`config.mk`:
```
export PLATFORM = sky130hd
export DESIGN_NAME = autoneg_np_status
export DESIGN_NICKNAME = d
export VERILOG_FILES = /design/src/logic/autoneg_np_pkg.sv /design/src/logic/autoneg_np_status.sv
export SDC_FILE = /design/constraint.sdc
export NUM_CORES = 1
export LEC_CHECK = 0
export BUFFER_PORTS_ARGS = -buffer_cell sky130_fd_sc_hd__buf_4
export CAP_MARGIN = 15
export CORE_ASPECT_RATIO = 0.8
export CORE_UTILIZATION = 40
export CTS_CLUSTER_DIAMETER = 80
export DETAILED_ROUTE_END_ITERATION = 16
export PLACE_DENSITY = 0.71
export SYNTH_ARGS = -nofsm -noshare
export SYNTH_HDL_FRONTEND = slang
export SYNTH_SLANG_ARGS = --single-unit
```
`constraint.sdc`:
```
create_clock -name aclk -period 1.8 [get_ports aclk]
set_input_delay 0.09 -clock aclk [delete_from_list [all_inputs] [get_ports aclk]]
set_output_delay 0.09 -clock aclk [all_outputs]
set_load 0.01 [all_outputs]
```
`src/logic/autoneg_np_pkg.sv`:
```
/*
  Package for the auto-negotiation next-page status register bank:
  register offsets, field positions, reset values, interrupt layout.
  Assumes a 32-bit AXI4-Lite master and one 100 MHz clock domain.
*/
// Functional notes
// Message flag set: code is message code
// Message flag clear: code passes unchanged
// Code field holds partner code, resets zero
// Comply-ack bit mirrors partner's ability, reset 0
// Toggle reads inverse of previous transmitted toggle
// Expansion bits 15:5 ignore writes, read zero
// Parallel detect fault bit reflects detector
// Partner next-page capable bit, reset 0
// Local next-page capable fixed at one
// Page received sets, clears on read
// Partner autoneg capable bit, reset 0
// Page bits loaded by negotiation, not software
// All next-page fields load together atomically
package autoneg_np_pkg;
  // Register indices; the byte address is four times the index
  localparam logic [9:0] IDX_PARTNER_NP = 10'h005;
  localparam logic [9:0] IDX_EXPANSION = 10'h006;
  localparam logic [11:0] ADDR_PARTNER_NP = {IDX_PARTNER_NP, 2'h0};
  localparam logic [11:0] ADDR_EXPANSION = {IDX_EXPANSION, 2'h0};
  localparam logic [11:0] ADDR_IRQ_STATUS = 12'h040;
  localparam logic [11:0] ADDR_IRQ_MASK = 12'h044;
  localparam logic [11:0] ADDR_PAGE_KIND = 12'h048;
  localparam int NP_MSG_BIT = 13;
  localparam int NP_PARTNER_COMPLY_ACK_BIT = 12;
  localparam int NP_TOGGLE_BIT = 11;
  localparam int NP_CODE_MSB = 10;
  localparam int EXP_PDF_BIT = 4;
  localparam int EXP_LP_NP_BIT = 3;
  localparam int EXP_NP_BIT = 2;
  localparam int EXP_PAGE_RX_BIT = 1;
  localparam int EXP_LP_AN_BIT = 0;
  localparam logic [10:0] CODE_RESET = 11'h000;
  localparam logic LOCAL_NP_VALUE = 1'b1;
  localparam int IRQ_PAGE_BIT = 0;
  localparam int IRQ_FAULT_BIT = 1;
  localparam logic [1:0] IRQ_MASK_RESET = 2'h0;
  localparam logic [1:0] RESP_OKAY = 2'h0;
  localparam logic [1:0] RESP_SLVERR = 2'h2;
endpackage

```
`src/logic/autoneg_np_status.sv`:
```
/*
  Auto-negotiation next-page status registers behind an AXI4-Lite slave.
  Assumes the negotiation engine pulses page_accept for one aclk cycle
  with the whole received word stable, all inputs on aclk.
  One read and one write are in flight at most; a read is answered
  one cycle after its address is taken, a write after both halves.
*/
// Chosen here: register access over AXI4-Lite.
`timescale 1ns/100ps
`default_nettype none
module autoneg_np_status (
  input wire logic aclk, // Clock
  input wire logic aresetn, // Sync reset, active low
  input wire logic [11:0] s_axi_awaddr, // Write address
  input wire logic s_axi_awvalid, // Write address valid
  output logic s_axi_awready, // Write address ready
  input wire logic [31:0] s_axi_wdata, // Write data
  input wire logic [3:0] s_axi_wstrb, // Write strobes
  input wire logic s_axi_wvalid, // Write data valid
  output logic s_axi_wready, // Write data ready
  output logic [1:0] s_axi_bresp, // Write response
  output logic s_axi_bvalid, // Write response valid
  input wire logic s_axi_bready, // Write response ready
  input wire logic [11:0] s_axi_araddr, // Read address
  input wire logic s_axi_arvalid, // Read address valid
  output logic s_axi_arready, // Read address ready
  output logic [31:0] s_axi_rdata, // Read data
  output logic [1:0] s_axi_rresp, // Read response
  output logic s_axi_rvalid, // Read data valid
  input wire logic s_axi_rready, // Read data ready
  input wire logic page_accept, // Complete next page accepted
  input wire logic [15:0] rx_page_word, // Received link code word
  input wire logic prev_tx_toggle, // Toggle of previous sent word
  input wire logic parallel_detect_fault, // Parallel detection fault
  input wire logic partner_next_page_capable, // Partner supports next page
  input wire logic partner_autoneg_capable, // Partner supports autoneg
  output logic irq // Level interrupt
);
  import autoneg_np_pkg::*;

  logic message_page_flag_q;
  logic partner_comply_ack_q;
  logic toggle_q;
  logic [10:0] code_q;
  logic pdf_q;
  logic lp_np_q;
  logic lp_an_q;
  logic page_rx_q;
  logic [1:0] irq_status_q;
  logic [1:0] irq_mask_q;
  logic fault_prev_q;
  logic aw_held_q;
  logic w_held_q;
  logic [11:0] awaddr_q;
  logic [31:0] wdata_q;
  logic [3:0] wstrb_q;
  typedef enum {
    SEL_PARTNER_NP,
    SEL_EXPANSION,
    SEL_IRQ_STATUS,
    SEL_IRQ_MASK,
    SEL_PAGE_KIND,
    SEL_NONE
  } reg_sel_t;

  logic do_write;
  logic do_read;
  logic aw_take;
  logic w_take;
  logic b_take;
  logic r_take;
  logic read_busy_next;
  logic [31:0] rd_word;
  logic [1:0] rd_resp;
  reg_sel_t wr_sel;
  reg_sel_t rd_sel;
  logic page_read;
  logic status_write;
  logic mask_write;
  logic fault_rise;
  logic [1:0] irq_event;

  // Address to register select, shared by both channels
  function automatic reg_sel_t decode_addr(input logic [11:0] a);
    if (a == ADDR_PARTNER_NP) begin
      decode_addr = SEL_PARTNER_NP;
    end else if (a == ADDR_EXPANSION) begin
      decode_addr = SEL_EXPANSION;
    end else if (a == ADDR_IRQ_STATUS) begin
      decode_addr = SEL_IRQ_STATUS;
    end else if (a == ADDR_IRQ_MASK) begin
      decode_addr = SEL_IRQ_MASK;
    end else if (a == ADDR_PAGE_KIND) begin
      decode_addr = SEL_PAGE_KIND;
    end else begin
      decode_addr = SEL_NONE;
    end
  endfunction

  function automatic logic is_mapped(input reg_sel_t sel);
    is_mapped = (sel != SEL_NONE);
  endfunction

  // Handshakes and decoded strobes
  assign aw_take = s_axi_awvalid && s_axi_awready;
  assign w_take = s_axi_wvalid && s_axi_wready;
  assign b_take = s_axi_bvalid && s_axi_bready;
  assign r_take = s_axi_rvalid && s_axi_rready;
  assign wr_sel = decode_addr(awaddr_q);
  assign rd_sel = decode_addr(s_axi_araddr);
  assign page_read = do_read && (rd_sel == SEL_EXPANSION);
  assign status_write = do_write && (wr_sel == SEL_IRQ_STATUS) && wstrb_q[0];
  assign mask_write = do_write && (wr_sel == SEL_IRQ_MASK) && wstrb_q[0];
  assign fault_rise = parallel_detect_fault && !fault_prev_q;
  assign irq_event[IRQ_PAGE_BIT] = page_accept;
  assign irq_event[IRQ_FAULT_BIT] = fault_rise;

  // Write channel: accept address and data in either order
  assign do_write = aw_held_q && w_held_q && !s_axi_bvalid;
  always_ff @(posedge aclk) begin
    if (!aresetn) begin
      aw_held_q <= 1'b0;
      awaddr_q <= 12'h000;
      s_axi_awready <= 1'b0;
    end else if (aw_take) begin
      aw_held_q <= 1'b1;
      awaddr_q <= s_axi_awaddr;
      s_axi_awready <= 1'b0;
    end else if (do_write) begin
      aw_held_q <= 1'b0;
      s_axi_awready <= 1'b0;
    end else begin
      s_axi_awready <= !aw_held_q && !s_axi_bvalid;
    end
  end

  always_ff @(posedge aclk) begin
    if (!aresetn) begin
      w_held_q <= 1'b0;
      wdata_q <= 32'h0000_0000;
      wstrb_q <= 4'h0;
      s_axi_wready <= 1'b0;
    end else if (w_take) begin
      w_held_q <= 1'b1;
      wdata_q <= s_axi_wdata;
      wstrb_q <= s_axi_wstrb;
      s_axi_wready <= 1'b0;
    end else if (do_write) begin
      w_held_q <= 1'b0;
      s_axi_wready <= 1'b0;
    end else begin
      s_axi_wready <= !w_held_q && !s_axi_bvalid;
    end
  end

  always_ff @(posedge aclk) begin
    if (!aresetn) begin
      s_axi_bvalid <= 1'b0;
      s_axi_bresp <= RESP_OKAY;
    end else if (do_write) begin
      s_axi_bvalid <= 1'b1;
      s_axi_bresp <= is_mapped(wr_sel) ? RESP_OKAY : RESP_SLVERR;
    end else if (b_take) begin
      s_axi_bvalid <= 1'b0;
    end
  end

  // Read channel
  assign do_read = s_axi_arvalid && s_axi_arready;
  // Ready never waits on valid, so a master holding arvalid cannot stall
  assign read_busy_next = do_read || (s_axi_rvalid && !s_axi_rready);
  always_ff @(posedge aclk) begin
    if (!aresetn) begin
      s_axi_arready <= 1'b0;
    end else begin
      s_axi_arready <= !read_busy_next;
    end
  end

  always_comb begin
    rd_word = 32'h0000_0000;
    rd_resp = RESP_OKAY;
    if (rd_sel == SEL_PARTNER_NP) begin
      rd_word[NP_MSG_BIT] = message_page_flag_q;
      rd_word[NP_PARTNER_COMPLY_ACK_BIT] = partner_comply_ack_q;
      rd_word[NP_TOGGLE_BIT] = toggle_q;
      rd_word[NP_CODE_MSB:0] = code_q;
    end else if (rd_sel == SEL_EXPANSION) begin
      // Bits 15:5 stay zero
      rd_word[EXP_PDF_BIT] = pdf_q;
      rd_word[EXP_LP_NP_BIT] = lp_np_q;
      rd_word[EXP_NP_BIT] = LOCAL_NP_VALUE;
      rd_word[EXP_PAGE_RX_BIT] = page_rx_q;
      rd_word[EXP_LP_AN_BIT] = lp_an_q;
    end else if (rd_sel == SEL_IRQ_STATUS) begin
      rd_word[1:0] = irq_status_q;
    end else if (rd_sel == SEL_IRQ_MASK) begin
      rd_word[1:0] = irq_mask_q;
    end else if (rd_sel == SEL_PAGE_KIND) begin
      rd_word[0] = message_page_flag_q;
    end else begin
      rd_resp = RESP_SLVERR;
    end
  end

  always_ff @(posedge aclk) begin
    if (!aresetn) begin
      s_axi_rvalid <= 1'b0;
      s_axi_rdata <= 32'h0000_0000;
      s_axi_rresp <= RESP_OKAY;
    end else if (do_read) begin
      s_axi_rvalid <= 1'b1;
      s_axi_rdata <= rd_word;
      s_axi_rresp <= rd_resp;
    end else if (r_take) begin
      s_axi_rvalid <= 1'b0;
    end
  end

  // Next-page fields: loaded only by the engine, all at once
  always_ff @(posedge aclk) begin
    if (!aresetn) begin
      message_page_flag_q <= 1'b0;
      partner_comply_ack_q <= 1'b0;
      toggle_q <= 1'b0;
      code_q <= CODE_RESET;
    end else if (page_accept) begin
      message_page_flag_q <= rx_page_word[NP_MSG_BIT];
      partner_comply_ack_q <= rx_page_word[NP_PARTNER_COMPLY_ACK_BIT];
      toggle_q <= !prev_tx_toggle;
      code_q <= rx_page_word[NP_CODE_MSB:0];
    end
  end

  // Expansion status levels, one cycle behind the engine
  always_ff @(posedge aclk) begin
    if (!aresetn) begin
      pdf_q <= 1'b0;
    end else begin
      pdf_q <= parallel_detect_fault;
    end
  end

  always_ff @(posedge aclk) begin
    if (!aresetn) begin
      lp_np_q <= 1'b0;
    end else begin
      lp_np_q <= partner_next_page_capable;
    end
  end

  always_ff @(posedge aclk) begin
    if (!aresetn) begin
      lp_an_q <= 1'b0;
    end else begin
      lp_an_q <= partner_autoneg_capable;
    end
  end

  // Page received: set wins over clear-on-read
  always_ff @(posedge aclk) begin
    if (!aresetn) begin
      page_rx_q <= 1'b0;
    end else if (page_accept) begin
      page_rx_q <= 1'b1;
    end else if (page_read) begin
      page_rx_q <= 1'b0;
    end
  end

  // Fault edge detector; reset matches the idle low level of the input
  always_ff @(posedge aclk) begin
    if (!aresetn) begin
      fault_prev_q <= 1'b0;
    end else begin
      fault_prev_q <= parallel_detect_fault;
    end
  end

  // Sticky status bit per event, write one to clear, set wins
  for (genvar i = 0; i < 2; i++) begin : g_irq_bit
    always_ff @(posedge aclk) begin
      if (!aresetn) begin
        irq_status_q[i] <= 1'b0;
      end else if (irq_event[i]) begin
        irq_status_q[i] <= 1'b1;
      end else if (status_write && wdata_q[i]) begin
        irq_status_q[i] <= 1'b0;
      end
    end
  end

  always_ff @(posedge aclk) begin
    if (!aresetn) begin
      irq_mask_q <= IRQ_MASK_RESET;
    end else if (mask_write) begin
      irq_mask_q <= wdata_q[1:0];
    end
  end

  // Level interrupt, registered so the pin comes from a flop
  always_ff @(posedge aclk) begin
    if (!aresetn) begin
      irq <= 1'b0;
    end else begin
      irq <= |(irq_status_q & irq_mask_q);
    end
  end
endmodule
`default_nettype wire

```
== Word level (Yosys, flattened, before mapping) ==
Cells that the tools add are included.
Operators by class
  reduce and logical (&&, ||, !) cells: 37
  mux-type cells: 37
  equal/unequal tests: 17
  bitwise logic cells: 2
Operators by type and width (number)
  == test 32 x 3 -> 1 bit, second input constant: 4
  == test 12 x 7 -> 1 bit, second input constant: 6
  == test 12 x 5 -> 1 bit, second input constant: 4
  == test 32 x 2 -> 1 bit, second input constant: 1
  == test 32 x 4 -> 1 bit, second input constant: 1
  zero test 32 bit: 1
  != test 32 x 4 -> 1 bit, second input constant: 1
  2-to-1 mux 3 bit: 9
  logical AND 1 bit: 18
  2-to-1 mux 1 bit: 18
  2-to-1 mux 2 bit: 8
  nonzero test 2 bit: 7
  2-to-1 mux 9 bit: 1
  zero test 1 bit: 7
  OR reduction 3 bit: 2
  2-to-1 mux 5 bit: 1
  bitwise AND 2 bit: 1
  OR reduction 2 bit: 1
  logical OR 1 bit: 1
  inverter 1 bit: 1
Storage, ports and cells
  bits in registers: 63
  logic and storage cells: 118

== Longest topological paths before layout ==
Gate-level depths: netlist of run 1.
  word-level depth: 12
  mapped depth: 6

== Worst setup path after synthesis of run 1 ==
Ideal clock, no wire load.
  kind: input to register
  start: input s_axi_araddr[1]
  end: register s_axi_rdata[0]
  stages on the path: 6
  arrival time: 1.388 ns
  path buffers: 2
  slack: 0.328 ns
  path through: or4_4 buf_6 nor4b_4 buf_6 a31oi_1 o31ai_2
Between the ends
  word-level cells in the longest chain between the ends: 12
RTL lines
  start: declaration: line autoneg_np_status.sv:24  | input wire logic [11:0] s_axi_araddr,
  == test 12 x 7 -> 1 bit: line autoneg_np_status.sv:93  | end else if (a == ADDR_PAGE_KIND) begin
  2-to-1 mux 1 bit: line autoneg_np_status.sv:93
  2-to-1 mux 3 bit: line autoneg_np_status.sv:91  | end else if (a == ADDR_IRQ_MASK) begin
  2-to-1 mux 3 bit: line autoneg_np_status.sv:89  | end else if (a == ADDR_IRQ_STATUS) begin
  2-to-1 mux 3 bit: line autoneg_np_status.sv:87  | end else if (a == ADDR_EXPANSION) begin
  2-to-1 mux 3 bit (*): line autoneg_np_status.sv:85  | if (a == ADDR_PARTNER_NP) begin
  == test 32 x 4 -> 1 bit: line autoneg_np_status.sv:199  | end else if (rd_sel == SEL_PAGE_KIND) begin
  2-to-1 mux 1 bit: line autoneg_np_status.sv:199
  2-to-1 mux 1 bit: line autoneg_np_status.sv:197  | end else if (rd_sel == SEL_IRQ_MASK) begin
  2-to-1 mux 2 bit: line autoneg_np_status.sv:195  | end else if (rd_sel == SEL_IRQ_STATUS) begin
  2-to-1 mux 2 bit: line autoneg_np_status.sv:188  | end else if (rd_sel == SEL_EXPANSION) begin
  2-to-1 mux 5 bit (*): line autoneg_np_status.sv:183  | if (rd_sel == SEL_PARTNER_NP) begin
  end signal: assignment: line autoneg_np_status.sv:213  | s_axi_rdata <= rd_word;
  end: declaration: line autoneg_np_status.sv:27  | output logic [31:0] s_axi_rdata,
Every way passes the cells marked *; elsewhere a longest branch is shown, timed or not.
A chain may end at the register's enable or synchronous reset.

== Worst setup path after layout of run 1 ==
  start: register awaddr_q[11]
  end: register irq_mask_q[1]
Between the ends
  word-level cells in the longest chain between the ends: 9
RTL lines
  start: declaration: line autoneg_np_status.sv:54  | logic [11:0] awaddr_q;
  start signal: assignment: line autoneg_np_status.sv:127  | awaddr_q <= s_axi_awaddr;
  == test 12 x 7 -> 1 bit: line autoneg_np_status.sv:93
  2-to-1 mux 1 bit: line autoneg_np_status.sv:93
  2-to-1 mux 3 bit: line autoneg_np_status.sv:91
  2-to-1 mux 3 bit: line autoneg_np_status.sv:89
  2-to-1 mux 3 bit: line autoneg_np_status.sv:87
  2-to-1 mux 3 bit (*): line autoneg_np_status.sv:85
  == test 32 x 3 -> 1 bit (*): line autoneg_np_status.sv:113  | assign mask_write = do_write && (wr_sel == SEL_IRQ_MASK) && wstrb_q[0];
  logical AND 1 bit (*) (2 in series): line autoneg_np_status.sv:113
  end signal: assignment: line autoneg_np_status.sv:297  | irq_mask_q <= wdata_q[1:0];
  end: declaration: line autoneg_np_status.sv:50  | logic [1:0] irq_mask_q;
Marked as above.

==> run_results.csv, run 1 <==
group,metric,value,unit
run_status,outcome,"completed",
synth,synth_mux_area_share,5.47,%
global_route,track_usage,19.8,%
critical_path,worst-path-max-fanout,4,
timing,finalCriticalPeriod,1.55,ns
placed_design,dp_cells,431,
synth,yosysWarnings,0,
clocking,postCtsSetupRepairBufs,0,
synth,synth_edf_count,0,
detailed_routing,vias,2386,
synth,synth_top_family_by_area,"simple AND/OR/NAND/NOR gates",
detailed_routing,routedWlPerCell,13.1,um
critical_path,critPathKind,"flip-flop to flip-flop",
die,core,6040,um^2
detailed_routing,route.detailed.drc,0,
clocking,numClockSinks,61,
clocking,insertion_delay,0.35,ns
timing,fmax,646,MHz
die,die_h,73.6,um
finish,drive_above_1_share,25.8,%
run,maxCapViolCount,0,
synth,syn-instance-count,287,
synth,synth_area_leaders,"dfxtp_1 48%, buf_4 5.9%, a21oi_1 5.5%",
pwr,power_frac_seq,43.8,%
timing,final.setup_skew,0.00707,ns
timing,max_slew_margin,60.7,%
die,die_area,6730,um^2
synth,ys.flop_type,"dfxtp_1",
clocking,cts_resized,0,
finish,antenna_cells,0,
synth,synthAdderAreaFrac,0,%
pwr,clockPowerShare,45.2,%
placed_design,io_buffers,73,
global_route,grt_pass1_vias,2214,
placed_design,dp_hpwl,4.11,mm
global_route,grt_pass1_wl,10.3,mm
clocking,cts-root-buf,"clkbuf_8",
die,dieWidth,91.4,um
timing,rsz0062_at_grt,"false",
clocking,clkTransAtPathRegs,0.07,ns
synth,post_synth_xor_area_fraction,0,%
die,ios,130,
pwr,internal_power,0.00253,W
critical_path,cp.arrival,1.78,ns
pwr,static-leakage-power,1.56,nW
clocking,cts_tree,"built",
synth,yosysTopAreaCell,"dfxtp_1",
timing,post-route-period-util,86.1,%
synth,async_flop_share,0,%
synth,syn_area,2560,um^2
pwr,combPwrFrac,11.0,%
timing,tightest_slew,0.584,ns
timing,setup-tns-final,0,ns
synth,synthTopCellsByCount,"61 x dfxtp_1, 34 x nand2_1, 28 x a21oi_1, 28 x nor2_1, 20 x buf_4",
detailed_routing,viasPerCell,5.00,
global_route,gr-total-overflow,0,
synth,yosysMostFrequentCell,"dfxtp_1",
synth,synth-compound-area-share,16.0,%
synth,ys_types,42,
finish,syn2layout_area_growth,43.2,%
critical_path,cp-start-kind,"flip-flop",
detailed_routing,routed_wl,6.25,mm
pwr,powerDensity,900,nW/um^2
critical_path,end_kind,"flip-flop",
synth,ys_seq_area_share,47.7,%
min_path,hold_class,"input port to flip-flop",
pwr,ir_worst_vdd,0.719,mV
timing,hold_violations,0,
synth,synth-simple-area-share,20.7,%
pwr,p_sw_share,23.4,%
finish,finalNonFillerCells,477,
clocking,cts_buffers,9,
critical_path,required,2.03,ns
clocking,holdBufCountCts,30,
global_route,antenna_found_initial,0,
clocking,cts_buffer_depth,2,
clocking,htree_levels,3,
synth,syn_area_per_cell,8.92,um^2
pwr,p_sw,0.000772,W
placed_design,place_congestion,0.783,
timing,setup_viol,0,
global_route,grt_max_degree,27,
timing,slew_violations,0,
die,start_util,42.4,%
detailed_routing,dr.pass1.iters,5,
finish,nets,479,
synth,synth-seq-cells,61,
synth,synth_top_cell_area_share,47.7,%
detailed_routing,initialDrtViolationCount,138,
finish,fill_cells,542,
detailed_routing,antenna_left,0,
die,rows,25,
-- critical path, cell delays in order, from the launching register on --
cell     delay [ns]
dfxtp_1        0.32
nor4_1         0.55
nand4_1        0.26
o21ai_0        0.22
a21oi_1        0.09
-- path summary, 6_finish.rpt --
| path | startpoint | endpoint | slack (ns) | depth (start not counted) |
|---|---|---|---|---|
| worst min-delay path | s_axi_wdata[0] | wdata_q[0] | 0.03 | 3 |
| worst max-delay path | awaddr_q[11] | irq_mask_q[1] | 0.25 | 4 |
| worst max register to register | awaddr_q[11] | irq_mask_q[1] | 0.25 | 4 |
| worst min register to register | awaddr_q[9] | awaddr_q[9] | 0.45 | 2 |
-- cells in the final DEF, fill, tap and decap left out, types with 4 or more instances in the layout --
| cell | n |
|---|---|
| and3_1 | 4 |
| nand2b_1 | 6 |
| inv_1 | 7 |
| nand3_1 | 7 |
| a21oi_1 | 28 |
| o21ai_0 | 7 |
| and2_1 | 5 |
| mux2i_1 | 14 |
| dfxtp_1 | 61 |
| clkbuf_8 | 9 |
| buf_4 | 79 |
| dlygate4sd3_1 | 30 |
| conb_1 | 20 |
| nor2_1 | 28 |
| a32oi_1 | 12 |
| nand2_1 | 34 |
| nor4_1 | 4 |
-- per-layer routing --
layer	wire, um	global-route usage [%]	up-vias	part of all wire [%]
li1	-	-	1178	-
met4	103	7.94	0	1.6
met3	428	5.18	15	6.8
met2	2860	32.0	101	46
met5	0	0	-	0
met1	2860	25.6	1092	46
-- through the flow --
stage	setup slack [ns]	util [%]	hold slack, ns	area [um^2]	total power (W)
2_1_floorplan	0.328	-	0.190	2630	0.00166
3_3_place_gp	0.204	51.6	0.278	3120	0.00177
3_5_place_dp	0.189	51.6	0.281	3120	0.00178
4_1_cts	0.274	60.7	0.0229	3670	0.00332
5_1_grt	0.166	60.7	0.0191	3670	0.00343
6_report	0.251	60.7	0.0301	3670	0.00330
-- power groups by stage --
stage                     Clock [W]  Combinational, W  Sequential (W)
after floorplan                   0          0.000195         0.00147
after CTS                   0.00152          0.000360         0.00144
after global routing        0.00158          0.000401         0.00145
after detailed placement          0          0.000307         0.00148
final                       0.00149          0.000362         0.00145
after global placement            0          0.000301         0.00147
-- state kept, by name, summed over array words and instances (netlist names), 2 cells and up --
register / cells
awaddr_q: 12
code_q: 11
irq_mask_q: 2
irq_status_q: 2
s_axi_rdata: 14
wdata_q: 2
-- cells by family after synthesis --
group | Yosys count
buffers and inverters | 43
muxes | 14
other | 1
AOI/OAI and AO/OA | 64
and+or+nand+nor | 104
DFF | 61
-- cell type report --
class | instances | area (um^2) | area share [%]
flip-flops and latches | 61 | 1220 | 33.3
multi-input cells | 202 | 1160 | 31.5
clock buffers | 9 | 124 | 3.38
repair buffers | 110 | 913 | 24.9
clock inverters | 7 | 124 | 3.38
inverters | 7 | 26.3 | 0.717
well taps | 81 | 101 | 2.76
Note: power is estimated with default switching activity, not from simulation.
==> inputs of run 2 (changes only) <==
--- a/config.mk
+++ b/config.mk
@@ -8,6 +8,7 @@
 export BUFFER_PORTS_ARGS = -buffer_cell sky130_fd_sc_hd__buf_4
 export CAP_MARGIN = 15
 export CORE_ASPECT_RATIO = 0.8
+export CORE_MARGIN = 1.5
 export CORE_UTILIZATION = 40
 export CTS_CLUSTER_DIAMETER = 80
 export DETAILED_ROUTE_END_ITERATION = 16
==> run 2 against run 1 <==
Compared with the run above: via count shrank 7.6%; global-route usage shrank 2.0 points; register-to-register slack gained 0.08 ns; die area up 2.5%; design area fell by 6.8%; first-iteration DRC count shrank 48%; sequential power about the same; fmax rose by 5.1%; clock power down 32%; clock skew shrank 0.0027 ns; combinational power is 9.4% lower; highest routed layer unchanged; critical endpoint unchanged; critical path depth stayed put.
==> run_results.csv, run 2 (synthesis gave the netlist of run 1 again) <==
group,metric,value,unit
die,die_h,74.6,um
timing,finalCriticalPeriod,1.47,ns
die,dieWidth,92.4,um
timing,worst_slack,0.327,ns
critical_path,reg2reg_depth,4,
timing,slew_violations,0,
detailed_routing,dr.pass1.iters,4,
finish,antenna_cells,0,
finish,nets,461,
pwr,combPwrFrac,11.8,%
finish,multi_input_area,1160,um^2
timing,setup_viol,0,
timing,max_slew_margin,64.7,%
global_route,grt_max_degree,34,
critical_path,worst-path-max-fanout,4,
timing,final.setup_skew,0.00434,ns
die,die_area,6890,um^2
detailed_routing,routedWlPerCell,12.5,um
timing,hold_violations,0,
min_path,hold_class,"input port to flip-flop",
clocking,cts_buffer_depth,2,
finish,drive_above_1_share,26.1,%
global_route,track_usage,17.9,%
detailed_routing,antenna_left,0,
critical_path,rrSetupSlack,0.33,ns
finish,largest_register_ffs,14,
finish,seqCellArea,1220,um^2
clocking,cts_buffers,9,
detailed_routing,initialDrtViolationCount,72,
finish,regMostFlops,"s_axi_rdata",
critical_path,r2r_end,"irq_mask_q[1]",
run_status,outcome,"completed",
global_route,grt_pass1_wl,9.58,mm
pwr,power_frac_seq,51.9,%
global_route,grt_pass1_vias,2056,
global_route,antenna_found_initial,0,
timing,rsz0062_at_grt,"false",
die,core,6040,um^2
min_path,min_from,"rx_page_word[8]",
clocking,htree_levels,3,
pwr,p_sw,0.000654,W
timing,whs,0.0122,ns
detailed_routing,viasPerCell,4.82,
critical_path,cp-start-kind,"flip-flop",
pwr,p_sw_share,23.5,%
timing,post-route-period-util,81.8,%
pwr,clockPowerShare,36.3,%
finish,final_common_cell,"buf_4",
critical_path,required,2.00,ns
timing,fmax,679,MHz
pwr,internal_power,0.00213,W
placed_design,dp_hpwl,4.07,mm
timing,setup-tns-final,0,ns
finish,reg.largest.list,"s_axi_rdata x14, awaddr_q x12, code_q x11",
timing,tightest_slew,0.525,ns
die,rows,25,
detailed_routing,route.detailed.drc,0,
critical_path,cp.arrival,1.68,ns
clocking,cts_tree,"built",
min_path,min_to,"code_q[8]",
run,maxCapViolCount,0,
critical_path,critPathKind,"flip-flop to flip-flop",
die,ios,130,
clocking,clkTransAtPathRegs,0.06,ns
placed_design,place_congestion,0.756,
placed_design,io_buffers,73,
min_path,worstHoldPathCells,3,
finish,layout_common_cells,"77 x buf_4, 61 x dfxtp_1, 34 x nand2_1",
detailed_routing,routed_wl,5.73,mm
clocking,cts-root-buf,"clkbuf_8",
clocking,insertion_delay,0.32,ns
clocking,numClockSinks,61,
critical_path,end_kind,"flip-flop",
pwr,static-leakage-power,1.45,nW
clocking,postCtsSetupRepairBufs,0,
finish,syn2layout_area_growth,33.5,%
finish,fill_cells,583,
pwr,ir_worst_vdd,0.525,mV
detailed_routing,vias,2205,
placed_design,pre_cts_ws,0.196,ns
global_route,gr-total-overflow,0,
die,start_util,42.4,%
critical_path,timing.rr.start,"awaddr_q[11]",
pwr,powerDensity,815,nW/um^2
-- run 2: cell types whose count changed in the layout (fill, tap and decap cells not counted), sizes merged --
cell / previous run / this run
clkbuf: 9 / 12
buf: 80 / 79
bufinv: 3 / 0
clkinv: 3 / 2
clkinvlp: 1 / 0
dlygate4sd3: 30 / 13
-- run 2: power groups by stage --
stage          clock network, W  logic, W  registers (W)
6_report                0.00101  0.000328        0.00145
5_1_grt                 0.00112  0.000368        0.00145
4_1_cts                 0.00105  0.000330        0.00145
3_5_place_dp                  0  0.000306        0.00148
3_3_place_gp                  0  0.000300        0.00147
2_1_floorplan                 0  0.000195        0.00147
-- run 2: worst max path at each step --
| stage | to | slack (ns) | from | depth (start not counted) |
|---|---|---|---|---|
| floorplan | s_axi_rdata[0] | 0.33 | s_axi_araddr[1] | 6 |
| global placement | s_axi_rdata[0] | 0.21 | s_axi_araddr[1] | 5 |
| detailed placement | s_axi_rdata[0] | 0.20 | s_axi_araddr[1] | 5 |
| CTS | irq_mask_q[1] | 0.31 | awaddr_q[11] | 4 |
| global route | irq_mask_q[1] | 0.10 | awaddr_q[11] | 4 |
| finish | irq_mask_q[1] | 0.33 | awaddr_q[11] | 4 |
-- run 2: routing by layer --
| metal | vias to the layer above | track usage [%] | wire length [um] |
|---|---|---|---|
| li1 | 1133 | - | - |
| met1 | 1006 | 23.2 | 2790 |
| met2 | 64 | 28.6 | 2620 |
| met3 | 2 | 5.83 | 284 |
| met4 | 0 | 5.64 | 34 |
| met5 | - | 0 | 0 |
-- run 2: area by class of cell --
class / count / area share, %
Clock buffer: 12 / 4.54
Clock inverter: 2 / 0.293
Inverter: 7 / 0.769
Multi-Input combinational cell: 202 / 33.8
Sequential cell: 61 / 35.7
Tap cell: 81 / 2.96
Timing Repair Buffer: 92 / 21.9
-- run 2: metrics by stage --
step                util, %  total power (W)  cell area [um^2]  cells
floorplan                 -          0.00166              2630    306
global placement       51.7          0.00177              3120    430
detailed placement     51.7          0.00178              3120    430
CTS                    56.6          0.00282              3420    457
global route           56.6          0.00294              3420    457
finish                 56.6          0.00279              3420    457
-- run 2: repair_timing --
| action | 4_1_cts | 5_1_grt |
|---|---|---|
| hold buffers | 13 | 0 |
| resized for setup | 0 | 0 |
| endpoints found under the hold margin | 13 | 0 |
-- run 2: critical path: stages (launching register included) --
cell and delay [ns]:
dfxtp_1 0.31, nor4_1 0.50, nand4_1 0.25, o21ai_0 0.21, a21oi_1 0.08
